**src/rtl/dcf_pkg.sv**
```systemverilog
// Purpose: Shared constants and carriers for the debug counter freeze bank
// Assumes: 32-bit word register port, 8-bit byte address
// Notes:   Reserved-bit masks are literal constants that match the field positions
package dcf_pkg;

    localparam int unsigned ADDR_W = 8;
    localparam int unsigned DATA_W = 32;
    localparam int unsigned GATE_N = 9;

    // Register byte offsets
    localparam logic [7:0] OFS_FREEZE_ONE = 8'h08;
    localparam logic [7:0] OFS_FREEZE_TWO = 8'h0c;

    // Power-on values
    localparam logic [31:0] RST_FREEZE_ONE = 32'h0000_0000;
    localparam logic [31:0] RST_FREEZE_TWO = 32'h0000_0000;
    localparam logic [31:0] RST_READ_DATA  = 32'h0000_0000;

    // First register field positions
    localparam int unsigned POS_LOW_POWER_TIMER = 31;
    localparam int unsigned POS_INDEP_WATCHDOG  = 12;
    localparam int unsigned POS_WINDOW_WATCHDOG = 11;
    localparam int unsigned POS_CALENDAR_CLOCK  = 10;
    localparam int unsigned POS_TIMER_3         = 1;

    // Second register field positions
    localparam int unsigned POS_TIMER_17        = 18;
    localparam int unsigned POS_TIMER_16        = 17;
    localparam int unsigned POS_TIMER_14        = 15;
    localparam int unsigned POS_ADVANCED_TIMER  = 11;

    // Implemented bits; everything else is reserved
    localparam logic [31:0] MASK_FREEZE_ONE = 32'h8000_1c02;
    localparam logic [31:0] MASK_FREEZE_TWO = 32'h0006_8800;

    typedef struct packed {
        logic [7:0]  addr;
        logic [31:0] wrData;
        logic        wrStb;
        logic        rdStb;
    } dcf_req_t;

    // One means the counter clock is running
    typedef struct packed {
        logic lowPowerTimer;
        logic independentWatchdog;
        logic windowWatchdog;
        logic calendarClock;
        logic generalTimerThree;
        logic generalTimerSeventeen;
        logic generalTimerSixteen;
        logic generalTimerFourteen;
        logic advancedTimerOne;
    } dcf_gate_t;

    typedef struct packed {
        logic [31:0] haltFreezeControlOne;
        logic [31:0] haltFreezeControlTwo;
        logic [31:0] readData;
    } dcf_state_t;

    localparam dcf_state_t RST_STATE = '{
        haltFreezeControlOne: RST_FREEZE_ONE,
        haltFreezeControlTwo: RST_FREEZE_TWO,
        readData:             RST_READ_DATA
    };

endpackage

```
**src/rtl/dcf_freeze_bank.sv**
```systemverilog
// Purpose: Debug freeze bank gating peripheral counter clocks during core halt
// Assumes: Master never waits; reads answer one cycle after the strobe
// Notes:   Power-on reset is the only reset that clears the freeze bits
//
// Summary of operation
// Power-on reset clears both freeze registers asynchronously; system reset does not.
// Writes to the freeze registers land even while system reset is low.
// Every freeze bit reads zero after power-on, so counters run by default.
// Register one bit 31 freezes the low-power timer clock during halt.
// Register one bit 12 freezes the independent watchdog clock during halt.
// Register one bit 11 freezes the window watchdog clock during halt.
// Register one bit 10 freezes the calendar clock counter during halt.
// Register one bit 1 freezes general timer three during halt.
// Register two bit 18 freezes general timer seventeen during halt.
// Register two bit 17 freezes general timer sixteen during halt.
// Register two bit 15 freezes general timer fourteen during halt.
// Register two bit 11 freezes advanced timer one during halt.
// Software uses only full 32-bit word accesses to register two.
// Reserved bits read zero and ignore writes.
// A gate closes only while halted with its bit set; reopens when halt ends.
//
// Our own choice: strobed register access.
module dcf_freeze_bank
    import dcf_pkg::*;
(
    // Clock and resets
    input  wire logic        ref_clk,
    input  wire logic        rst_b,
    input  wire logic        porRst_b,
    // Register port
    input  wire dcf_req_t    busReq,
    output logic      [31:0] rdData,
    // Core side
    input  wire logic        coreHalted,
    // Counter clock gates
    output dcf_gate_t        clkEnable
);

    dcf_state_t st_r;
    dcf_state_t st_nxt;
    logic [GATE_N-1:0] freezeVec;
    logic [GATE_N-1:0] enableVec;

    // The bus has no byte lanes, so every write is a whole word
    always_comb begin
        st_nxt = st_r;
        // No reset term here: a debugger can set bits under system reset
        if (busReq.wrStb && busReq.addr == OFS_FREEZE_ONE) begin
            st_nxt.haltFreezeControlOne = busReq.wrData & MASK_FREEZE_ONE;
        end
        if (busReq.wrStb && busReq.addr == OFS_FREEZE_TWO) begin
            st_nxt.haltFreezeControlTwo = busReq.wrData & MASK_FREEZE_TWO;
        end
        st_nxt.readData = RST_READ_DATA;
        if (busReq.rdStb) begin
            case (busReq.addr)
                OFS_FREEZE_ONE: begin
                    st_nxt.readData = st_r.haltFreezeControlOne & MASK_FREEZE_ONE;
                end
                OFS_FREEZE_TWO: begin
                    st_nxt.readData = st_r.haltFreezeControlTwo & MASK_FREEZE_TWO;
                end
                default: begin
                    st_nxt.readData = RST_READ_DATA;
                end
            endcase
        end
        // System reset only touches the answer register
        if (!rst_b) begin
            st_nxt.readData = RST_READ_DATA;
        end
    end

    // Asynchronous power-on clear, constants only
    always_ff @(posedge ref_clk or negedge porRst_b) begin
        if (!porRst_b) begin
            st_r <= RST_STATE;
        end else begin
            st_r <= st_nxt;
        end
    end

    assign rdData = st_r.readData;

    // Freeze bits in the same order as the gate struct
    assign freezeVec = {
        st_r.haltFreezeControlOne[POS_LOW_POWER_TIMER],
        st_r.haltFreezeControlOne[POS_INDEP_WATCHDOG],
        st_r.haltFreezeControlOne[POS_WINDOW_WATCHDOG],
        st_r.haltFreezeControlOne[POS_CALENDAR_CLOCK],
        st_r.haltFreezeControlOne[POS_TIMER_3],
        st_r.haltFreezeControlTwo[POS_TIMER_17],
        st_r.haltFreezeControlTwo[POS_TIMER_16],
        st_r.haltFreezeControlTwo[POS_TIMER_14],
        st_r.haltFreezeControlTwo[POS_ADVANCED_TIMER]
    };

    // Combinational so the gate follows halt in the same cycle
    for (genvar g = 0; g < GATE_N; g++) begin : gGate
        assign enableVec[g] = !(coreHalted && freezeVec[g]);
    end

    assign clkEnable = dcf_gate_t'(enableVec);

    // Helper: last cycle carried a read of a given offset
    logic        prevRd;
    logic [7:0]  prevAddr;
    logic [31:0] prevOne;
    logic [31:0] prevTwo;
    // Cleared with the bank, else a mid-run power-on clear looks like a stray change
    always_ff @(posedge ref_clk or negedge porRst_b) begin
        if (!porRst_b) begin
            prevRd   <= 1'b0;
            prevAddr <= 8'h00;
            prevOne  <= RST_FREEZE_ONE;
            prevTwo  <= RST_FREEZE_TWO;
        end else begin
            prevRd   <= busReq.rdStb;
            prevAddr <= busReq.addr;
            prevOne  <= st_r.haltFreezeControlOne;
            prevTwo  <= st_r.haltFreezeControlTwo;
        end
    end
endmodule

```
**config.mk**
```make
export PLATFORM = sky130hd
export DESIGN_NAME = dcf_freeze_bank
export DESIGN_NICKNAME = d
export VERILOG_FILES = /design/src/rtl/dcf_pkg.sv /design/src/rtl/dcf_freeze_bank.sv
export SDC_FILE = /design/constraint.sdc
export NUM_CORES = 1
export LEC_CHECK = 0
export BUFFER_PORTS_ARGS = -buffer_cell sky130_fd_sc_hd__buf_4
export CAP_MARGIN = 20
export CORE_ASPECT_RATIO = 0.6
export CORE_MARGIN = 5
export CORE_UTILIZATION = 33
export CTS_BUF_LIST = sky130_fd_sc_hd__clkbuf_4
export DETAILED_ROUTE_END_ITERATION = 8
export PLACE_DENSITY = 0.89
export SLEW_MARGIN = 20
export SYNTH_ARGS = -nofsm -noshare
export SYNTH_HDL_FRONTEND = slang
export SYNTH_SLANG_ARGS = --single-unit
```
**constraint.sdc**
```tcl
create_clock -name ref_clk -period 0.8 [get_ports ref_clk]
set_input_delay 0.12 -clock ref_clk [delete_from_list [all_inputs] [get_ports ref_clk]]
set_output_delay 0.12 -clock ref_clk [all_outputs]
set_load 0.05 [all_outputs]
```
* Word-level counts from Yosys, hierarchy flattened
Cells that the tools add are included.
Operators by class: $add $sub $neg 0, multipliers 0, divide/modulo/power cells 0, $lt $le $gt $ge 0, eq/ne operators 2, shift-type cells 0, mux-type cells 3, bitwise gates (word level) 0, reduce and logical (&&, ||, !) cells 20
Operators by type and width (count):
- two-way mux 32 bit | 2
- case mux 32 bit (2 select lines) | 1
- equality test 8 x 4 -> 1 bit, second input constant | 2
- logical AND 1 bit | 11
- logical NOT 1 bit | 9
Word-level totals: flip-flop bits (word level) 41, latch bits 0, RAM bits 0, memory bits (read-only) 0, output and inout port bits 41, word-level logic and storage cells 28, memories kept 0

* Logic depth before layout (Yosys ltp)
Gate-level depths: netlist (run 1).
depth in word-level cells 4, mapped depth 3, mapped depth without buffers 3

* Least setup slack after synthesis (run 1)
Ideal clock, no wire load.
path kind input port to flip-flop, from input port busReq[39] in the netlist's numbering, to register st_r (netlist bit rdData[15]), setup time 72 ps, data arrival time 1223 ps, required time 728 ps, slack -495 ps, stages 3, path through or4_4 > or4_4 > nor2_1
RTL lines:
- start: declaration | RTL line dcf_freeze_bank.sv:31 | input wire dcf_req_t busReq,
- end signal: assignment | RTL line dcf_freeze_bank.sv:79 | st_r <= st_nxt;
- end: declaration | RTL line dcf_freeze_bank.sv:39 | dcf_state_t st_r;

==> results.sh, run 1 <==
export IMPL_status="complete, but fails checks"
export IMPL_violations="negative setup slack"
export IMPL_antenna_found_initial=0
export IMPL_gp_routability_congestion=0.740
export IMPL_initial_core_util=0.349
export IMPL_synth_area_per_cell_um2=10.7
export IMPL_power_mw=1.93
export IMPL_firstDrtPassIters=4
export IMPL_synthCells=83
export IMPL_ys_seq_area_frac=0.480
export IMPL_n_antenna_cell=0
export IMPL_ys_ff_latch=17
export IMPL_arrival_ps=1380
export IMPL_synth_warnings=0
export IMPL_grt_first_pass_wirelength_mm=3.72
export IMPL_syn_to_final_growth_pct=62.3
export IMPL_r2r_setup_slack_ps=-210
export IMPL_synth_cell_types=15
export IMPL_grt_overflow=0
export IMPL_ir_worst_vdd_mv=0.402
export IMPL_p_per_area_nw_per_um2=1340
export IMPL_hold_ws_ps=68.6
export IMPL_clk_pin_slew_ps=80
export IMPL_period_share=1.45
export IMPL_grt_pass1_vias=741
export IMPL_worst_setup_path_end_kind="flip-flop"
export IMPL_core_area_um2=2540
export IMPL_grt_setup_unrepaired="true"
export IMPL_io_buffers=38
export IMPL_start_kind="input pin"
export IMPL_ys_top_cells_by_area="dfrtp_1, buf_4, mux2_2"
export IMPL_netlist_area_leader_share=0.480
export IMPL_ctsRootBufferMaster="clkbuf_4"
export IMPL_min_period_ps=1160
export IMPL_fin_ws_ps=-360
export IMPL_die_area_um2=3850
export IMPL_fmaxAchievable_ghz=0.862
export IMPL_layout_common_cells="buf_4, conb_1, dfrtp_1"
export IMPL_cts_htree_levels=1
export IMPL_synth_cell_area_um2=886
export IMPL_layout_commonest_cell="buf_4"
export IMPL_fin_util=0.566
export IMPL_cts_sinks=17
export IMPL_via_per_inst=4.15
export IMPL_critPathKind="in -> reg"
export IMPL_wire_per_inst_um=13.6
export IMPL_power_leakage_nw=0.751
export IMPL_skew_ps=3.37
export IMPL_clock_path_buffers=2
export IMPL_grt_use_total=0.120
export IMPL_drt_total_wl_mm=2.32
export IMPL_cts_tree="done"
export IMPL_critPathRequiredTime_ps=1020
export IMPL_min_path_type="in -> reg"
export IMPL_setup_viol=34
export IMPL_cts_buffers=3
export IMPL_fp_dieW_um=76.9
export IMPL_fin_setup_tns_ps=-7350
export IMPL_slew_violations=0
export IMPL_drc=0
export IMPL_clock_latency_ps=280
export IMPL_yosys_area_top_type="dfrtp_1"
export IMPL_grt_max_degree=18
export IMPL_drt_iter0_drc=27
export IMPL_nets=186
export IMPL_drv_cap=0
export IMPL_hold_violations=0
export IMPL_num_io_pins=87
export IMPL_drive_gt1_frac=0.568
export IMPL_rows=14
export IMPL_num_vias=710
export IMPL_path_max_fanout=3
export IMPL_dp_hpwl_mm=1.87
export IMPL_die_h_um=50.1
export IMPL_ant_nets=0
cells by family after synthesis:
logic type | count (synthesis) | share of synthesized area
buffers and inverters | 30 | 0.229
and+or+nand+nor | 25 | 0.161
DFF | 17 | 0.480
muxes | 10 | 0.126
other | 1 | 0.00423
metal layers:
metal / share of wire / GRT usage / up-vias
li1: - / - / 336
met1: 0.41 / 0.141 / 343
met2: 0.51 / 0.213 / 31
met3: 0.082 / 0.0500 / 0
met4: 0 / 0.0174 / 0
met5: 0 / 0 / -
worst max-delay path, cell delays in order:
cell and delay (ps):
buf_4 110, or4bb_1 570, or4_4 460, nor2_1 110
flip-flops by register name, indices dropped and copies added, names as in the netlist:
name / count
freezeVec: 9
rdData: 8
synthesized netlist by cell type, drive strengths merged:
master / n
and2: 4
buf: 24
clkbuf: 1
conb: 1
dfrtp: 17
inv: 5
mux2: 9
mux2i: 1
nand2: 9
nand4: 2
nor2: 3
nor3b: 1
nor4: 3
or4: 2
or4bb: 1
cell type report:
cell class	instances	area, µm²
clock buffers	4	30.0
fillers	209	1100
inverters	5	18.8
multi-input cells	59	388
flip-flops and latches	17	425
well taps	32	40.0
repair buffers	54	536
report_power, final:
group | internal, mW | leakage (nW) | switching [mW] | total [mW]
registers | 0.880 | 0.236 | 0.0172 | 0.897
clock network | 0.227 | 0.0184 | 0.236 | 0.463
logic | 0.178 | 0.497 | 0.392 | 0.570
through the flow:
step           instance area (µm²)  worst slack [ps]  cells
2_1_floorplan                 1000              -495    106
3_3_place_gp                  1190              -632    158
3_5_place_dp                  1190              -679    158
4_1_cts                       1420              -350    169
5_1_grt                       1440              -355    171
6_report                      1440              -360    171
worst paths after layout:
path | startpoint | endpoint | cells past startpoint
min in group asynchronous | porRst_b | rdData[11] | 2
setup / recovery | busReq[35] | rdData[18] | 4
setup reg to reg | freezeVec[4] | freezeVec[4] | 3
hold reg to reg | freezeVec[8] | rdData[31] | 1
max in group asynchronous | porRst_b | rdData[31] | 2
hold / removal | busReq[17] | freezeVec[1] | 2
what timing repair did:
item | CTS | global route
resized for setup | 35 | 2
hold buffers | 1 | 0
hold endpoints to repair | 17 | 0
setup buffers | 6 | 3
pin swaps | 5 | 3
endpoints found under the setup margin | 34 | 34
Note: power is estimated with default switching activity, not from simulation.
==> run 2: changes to the inputs <==
clock period = 1 ns   (was 0.8 ns; I/O delays follow)
==> run 2 against run 1 <==
Compared with the run above:
- the flow still finishes with violations (negative setup slack)
- cell count increased by 1.8%
- die area unchanged
- register-to-register slack gained 180 ps
- global-route usage up 0.071 points
- critical path depth is the same
- power is 21% lower
- setup slack improved by 180 ps
- critical path type unchanged
- sequential share of layout area is 1.0 points higher
- sequential power shrank 20%
==> results.sh, run 2 (same netlist as run 1, synthesis figures left out) <==
export IMPL_status="complete, but fails checks"
export IMPL_violations="negative setup slack"
export IMPL_drt_total_wl_mm=2.49
export IMPL_n_antenna_cell=0
export IMPL_dp_hpwl_mm=1.77
export IMPL_critPathRequiredTime_ps=1220
export IMPL_clock_latency_ps=280
export IMPL_fin_ws_ps=-184
export IMPL_cts_sinks=17
export IMPL_drc=0
export IMPL_min_period_ps=1180
export IMPL_layout_commonest_cell="buf_4"
export IMPL_via_per_inst=4.22
export IMPL_wire_per_inst_um=14.3
export IMPL_grt_use_total=0.121
export IMPL_slew_violations=0
export IMPL_hold_ws_ps=93.8
export IMPL_drv_cap=0
export IMPL_grt_setup_unrepaired="true"
export IMPL_path_max_fanout=3
export IMPL_grt_first_pass_wirelength_mm=3.66
export IMPL_io_buffers=38
export IMPL_period_share=1.18
export IMPL_nets=189
export IMPL_largest_register_ffs=9
export IMPL_skew_ps=4.24
export IMPL_ir_worst_vdd_mv=0.353
export IMPL_start_kind="input pin"
export IMPL_grt_max_degree=18
export IMPL_die_h_um=50.1
export IMPL_place_ws_ps=-484
export IMPL_setup_viol=24
export IMPL_cts_tree="done"
export IMPL_worst_setup_path_end_kind="flip-flop"
export IMPL_firstDrtPassIters=4
export IMPL_drive_gt1_frac=0.514
export IMPL_rows=14
export IMPL_placedInstanceArea_um2=1160
export IMPL_syn_to_final_growth_pct=56.9
export IMPL_ctsRootBufferMaster="clkbuf_4"
export IMPL_num_io_pins=87
export IMPL_cts_buffers=3
export IMPL_grt_overflow=0
export IMPL_num_vias=734
export IMPL_fin_setup_tns_ps=-1820
export IMPL_final_cell_area_um2=1390
export IMPL_grt_pass1_vias=755
export IMPL_hold_violations=0
export IMPL_gp_routability_congestion=0.787
export IMPL_path_buf_inv=1
export IMPL_initial_core_util=0.349
export IMPL_p_per_area_nw_per_um2=1090
export IMPL_min_path_type="in -> reg"
export IMPL_cp_common_cell="or4_4"
export IMPL_clock_path_buffers=2
export IMPL_die_area_um2=3850
export IMPL_critPathKind="in -> reg"
export IMPL_ant_nets=0
export IMPL_power_leakage_nw=0.742
export IMPL_drt_iter0_drc=16
export IMPL_crit_chain="buf_6 -> or4_4 -> or4_4 -> nor2_1"
export IMPL_fin_util=0.547
export IMPL_fp_dieW_um=76.9
export IMPL_core_area_um2=2540
export IMPL_fmaxAchievable_ghz=0.845
export IMPL_critPathSlowestCell="or4_4"
export IMPL_fill_cells=213
export IMPL_cts_htree_levels=1
export IMPL_clk_pin_slew_ps=100
export IMPL_layout_common_cells="buf_4, conb_1, buf_6"
export IMPL_cp_top_family="simple AND/OR/NAND/NOR gates"
export IMPL_arrival_ps=1400
export IMPL_cpPeakStageDelay_ps=540
export IMPL_antenna_found_initial=0
==> run 2: cell count changes in the layout (fill, tap and decap cells not counted), moves of 6 or more <==
cell | previous run | this run
buf_8 | 9 | 0
nand2_1 | 0 | 9
nand2_2 | 9 | 0
buf_4 | 28 | 34
buf_6 | 16 | 22
==> run 2: report_power, final <==
group          leakage, nW  switching [mW]  internal, mW
Sequential           0.236          0.0110         0.704
Clock               0.0177           0.204         0.148
Combinational        0.488           0.314         0.138
Total                0.742           0.529         0.990
==> run 2: repair_timing <==
item                                   in CTS  in global routing
buffers inserted                            9                  4
hold buffers                                1                  0
resized for setup                          18                  7
endpoints found under the hold margin      17                  0
setup endpoints to repair                  32                 33
pin swaps                                   3                  3
==> run 2: metrics by stage <==
stage | power, mW | instances
2_1_floorplan | 1.07 | 106
3_3_place_gp | 1.11 | 156
3_5_place_dp | 1.11 | 156
4_1_cts | 1.51 | 170
5_1_grt | 1.60 | 174
6_report | 1.52 | 174
==> run 2: worst register-to-register path: cells and delay by family, from the launching register on <==
kind / cells / cell delay, ps
flops: 1 / 400
buf+inv: 2 / 270
mux: 1 / 260
==> run 2: final cells by class <==
type                    instances  area (µm²)  share of cell area
inverters                       5        18.8              0.0135
flip-flops and latches         17         425               0.306
clock inverters                 1        5.00             0.00360
multi-input cells              59         365               0.263
repair buffers                 57         513               0.369
well taps                      32        40.0              0.0288
clock buffers                   3        22.5              0.0162
==> run 2: path summary, 6_finish.rpt <==
| check | start | endpoint | slack (ps) | depth (start not counted) |
|---|---|---|---|---|
| max in group asynchronous | porRst_b | freezeVec[1] | 550 | 2 |
| hold reg to reg | freezeVec[8] | rdData[31] | 560 | 1 |
| min in group asynchronous | porRst_b | rdData[12] | 260 | 2 |
| setup reg to reg | freezeVec[4] | freezeVec[4] | -30 | 3 |
| setup / recovery | busReq[39] | rdData[17] | -180 | 4 |
| hold / removal | busReq[14] | freezeVec[7] | 90 | 2 |
==> run 2: routing by layer <==
layer  share of wire  up-vias  wire length (µm)  GRT usage
met5               0        -                 0          0
met4           0.018        0                45     0.0465
met3           0.070        6               175     0.0446
met2            0.54       36              1350      0.220
met1            0.37      350               911      0.130
li1                -      342                 -          -
==> run 3: changes to the inputs <==
BUFFER_PORTS_ARGS = -buffer_cell sky130_fd_sc_hd__buf_2   (was -buffer_cell sky130_fd_sc_hd__buf_4)
TNS_END_PERCENT = 50   (was unset)
==> run 3 against run 2 <==
Compared with the run above:
- the run still ends with negative setup slack left
- die area unchanged
- clock power hardly changed
- worst hold slack better by 4.1 ps
- sequential share of layout area increased by 2.0 points
- routed wire length shrank 17%
- critical path depth unchanged
- sequential cell count is the same
- core utilization decreased by 3.3 points
- non-clock buffer count decreased by 4
- clock skew is 1.3 ps lower
- via count decreased by 8.0%
- design area fell by 6.1%
==> results.sh, run 3 (same netlist as run 1, synthesis figures left out) <==
export IMPL_status="complete, but fails checks"
export IMPL_violations="negative setup slack"
export IMPL_slew_violations=0
export IMPL_worst_setup_path_end_kind="flip-flop"
export IMPL_ir_worst_vdd_mv=0.360
export IMPL_start_kind="input pin"
export IMPL_arrival_ps=1390
export IMPL_antenna_found_initial=0
export IMPL_grt_use_total=0.103
export IMPL_place_inst=155
export IMPL_crit_chain="buf_6 -> or4_4 -> or4_4 -> nor2_1"
export IMPL_nets=185
export IMPL_layout_commonest_cell="conb_1"
export IMPL_stdcell_count=170
export IMPL_setup_viol=25
export IMPL_critPathSlowestCell="or4_4"
export IMPL_path_max_fanout=3
export IMPL_hold_violations=0
export IMPL_grt_pass1_vias=668
export IMPL_critPathRequiredTime_ps=1220
export IMPL_firstDrtPassIters=3
export IMPL_fin_ws_ps=-173
export IMPL_ctsRootBufferMaster="clkbuf_4"
export IMPL_fill_cells=238
export IMPL_cts_htree_levels=1
export IMPL_rows=14
export IMPL_cpPeakStageDelay_ps=550
export IMPL_gp_routability_congestion=0.798
export IMPL_n_antenna_cell=0
export IMPL_cts_tree="done"
export IMPL_grt_overflow=0
export IMPL_grt_first_pass_wirelength_mm=3.14
export IMPL_power_mw=1.48
export IMPL_io_buffers=38
export IMPL_clk_pin_slew_ps=100
export IMPL_placedInstanceArea_um2=1050
export IMPL_syn_to_final_growth_pct=47.3
export IMPL_drc=0
export IMPL_cts_buffers=3
export IMPL_dp_hpwl_mm=1.64
export IMPL_fmaxAchievable_ghz=0.852
export IMPL_fp_dieW_um=76.9
export IMPL_hold_path_cell_count=2
export IMPL_min_period_ps=1170
export IMPL_period_share=1.17
export IMPL_final_cell_area_um2=1310
export IMPL_reg2reg_depth=3
export IMPL_core_area_um2=2540
export IMPL_wire_per_inst_um=12.2
export IMPL_layout_common_cells="conb_1, buf_6, buf_2"
export IMPL_p_per_area_nw_per_um2=1130
export IMPL_clock_latency_ps=280
export IMPL_skew_ps=2.99
export IMPL_cts_sinks=17
export IMPL_num_vias=675
export IMPL_min_path_type="in -> reg"
export IMPL_num_io_pins=87
export IMPL_die_h_um=50.1
export IMPL_largest_register_ffs=9
export IMPL_drt_total_wl_mm=2.07
export IMPL_drv_cap=0
export IMPL_cp_common_cell="or4_4"
export IMPL_clock_path_buffers=2
export IMPL_grt_setup_unrepaired="true"
export IMPL_cp_num_cells=4
export IMPL_critPathKind="in -> reg"
export IMPL_die_area_um2=3850
export IMPL_path_buf_inv=1
export IMPL_power_leakage_nw=0.699
export IMPL_place_ws_ps=-483
export IMPL_multi_input_area_um2=365
export IMPL_via_per_inst=3.97
export IMPL_initial_core_util=0.349
export IMPL_grt_max_degree=18
export IMPL_drt_iter0_drc=35
export IMPL_drive_gt1_frac=0.500
export IMPL_seqCellArea_um2=425
export IMPL_ant_nets=0
export IMPL_cp_top_family="simple AND/OR/NAND/NOR gates"
run 3: worst register-to-register path, cell delays in order (launching register included):
cell and delay (ps):
dfrtp_1 400, buf_4 140, buf_4 120, mux2_2 250
run 3: where the power goes:
part	leakage, nW	total, mW	switching, mW	internal, mW
combinational	0.446	0.411	0.305	0.106
clock	0.0177	0.353	0.204	0.148
sequential	0.236	0.714	0.00988	0.704
total	0.699	1.48	0.519	0.959
run 3: layout make-up:
class | instances | share of cell area
timing repair buffer | 53 | 0.328
sequential | 17 | 0.326
multi-input combinational | 59 | 0.280
tap | 32 | 0.0307
clock buffer | 3 | 0.0173
inverter | 5 | 0.0144
clock inverter | 1 | 0.00384
run 3: final timing paths:
kind	from	endpoint	slack (ps)
max	busReq[39]	rdData[15]	-170
min	busReq[3]	freezeVec[4]	100
max reg2reg	freezeVec[6]	freezeVec[6]	-20
min reg2reg	freezeVec[8]	rdData[31]	540
max in group asynchronous	porRst_b	rdData[15]	450
min in group asynchronous	porRst_b	rdData[17]	300
run 3: stage by stage:
step | TNS [ps] | utilization | hold slack (ps)
6_report | -1890 | 0.514 | 97.8
5_1_grt | -3090 | 0.514 | 75.5
4_1_cts | -1890 | 0.501 | 80.1
3_5_place_dp | -5990 | 0.415 | 86.9
3_3_place_gp | -5870 | 0.415 | 79.7
2_1_floorplan | -2710 | - | -146
run 3: timing repair:
item | 4_1_cts | 5_1_grt
setup endpoints to repair | 25 | 33
endpoints found under the hold margin | 17 | 0
hold buffers | 1 | 0
pin swaps | 1 | 1
setup buffers | 7 | 3
gates resized for setup | 37 | 2
run 3: per-layer routing:
metal | vias up | track usage | wire [µm] | part of all wire
li1 | 335 | - | - | -
met2 | 28 | 0.166 | 967 | 0.47
met3 | 0 | 0.0589 | 210 | 0.10
met5 | - | 0 | 0 | 0
met1 | 312 | 0.125 | 890 | 0.43
met4 | 0 | 0.00872 | 0 | 0
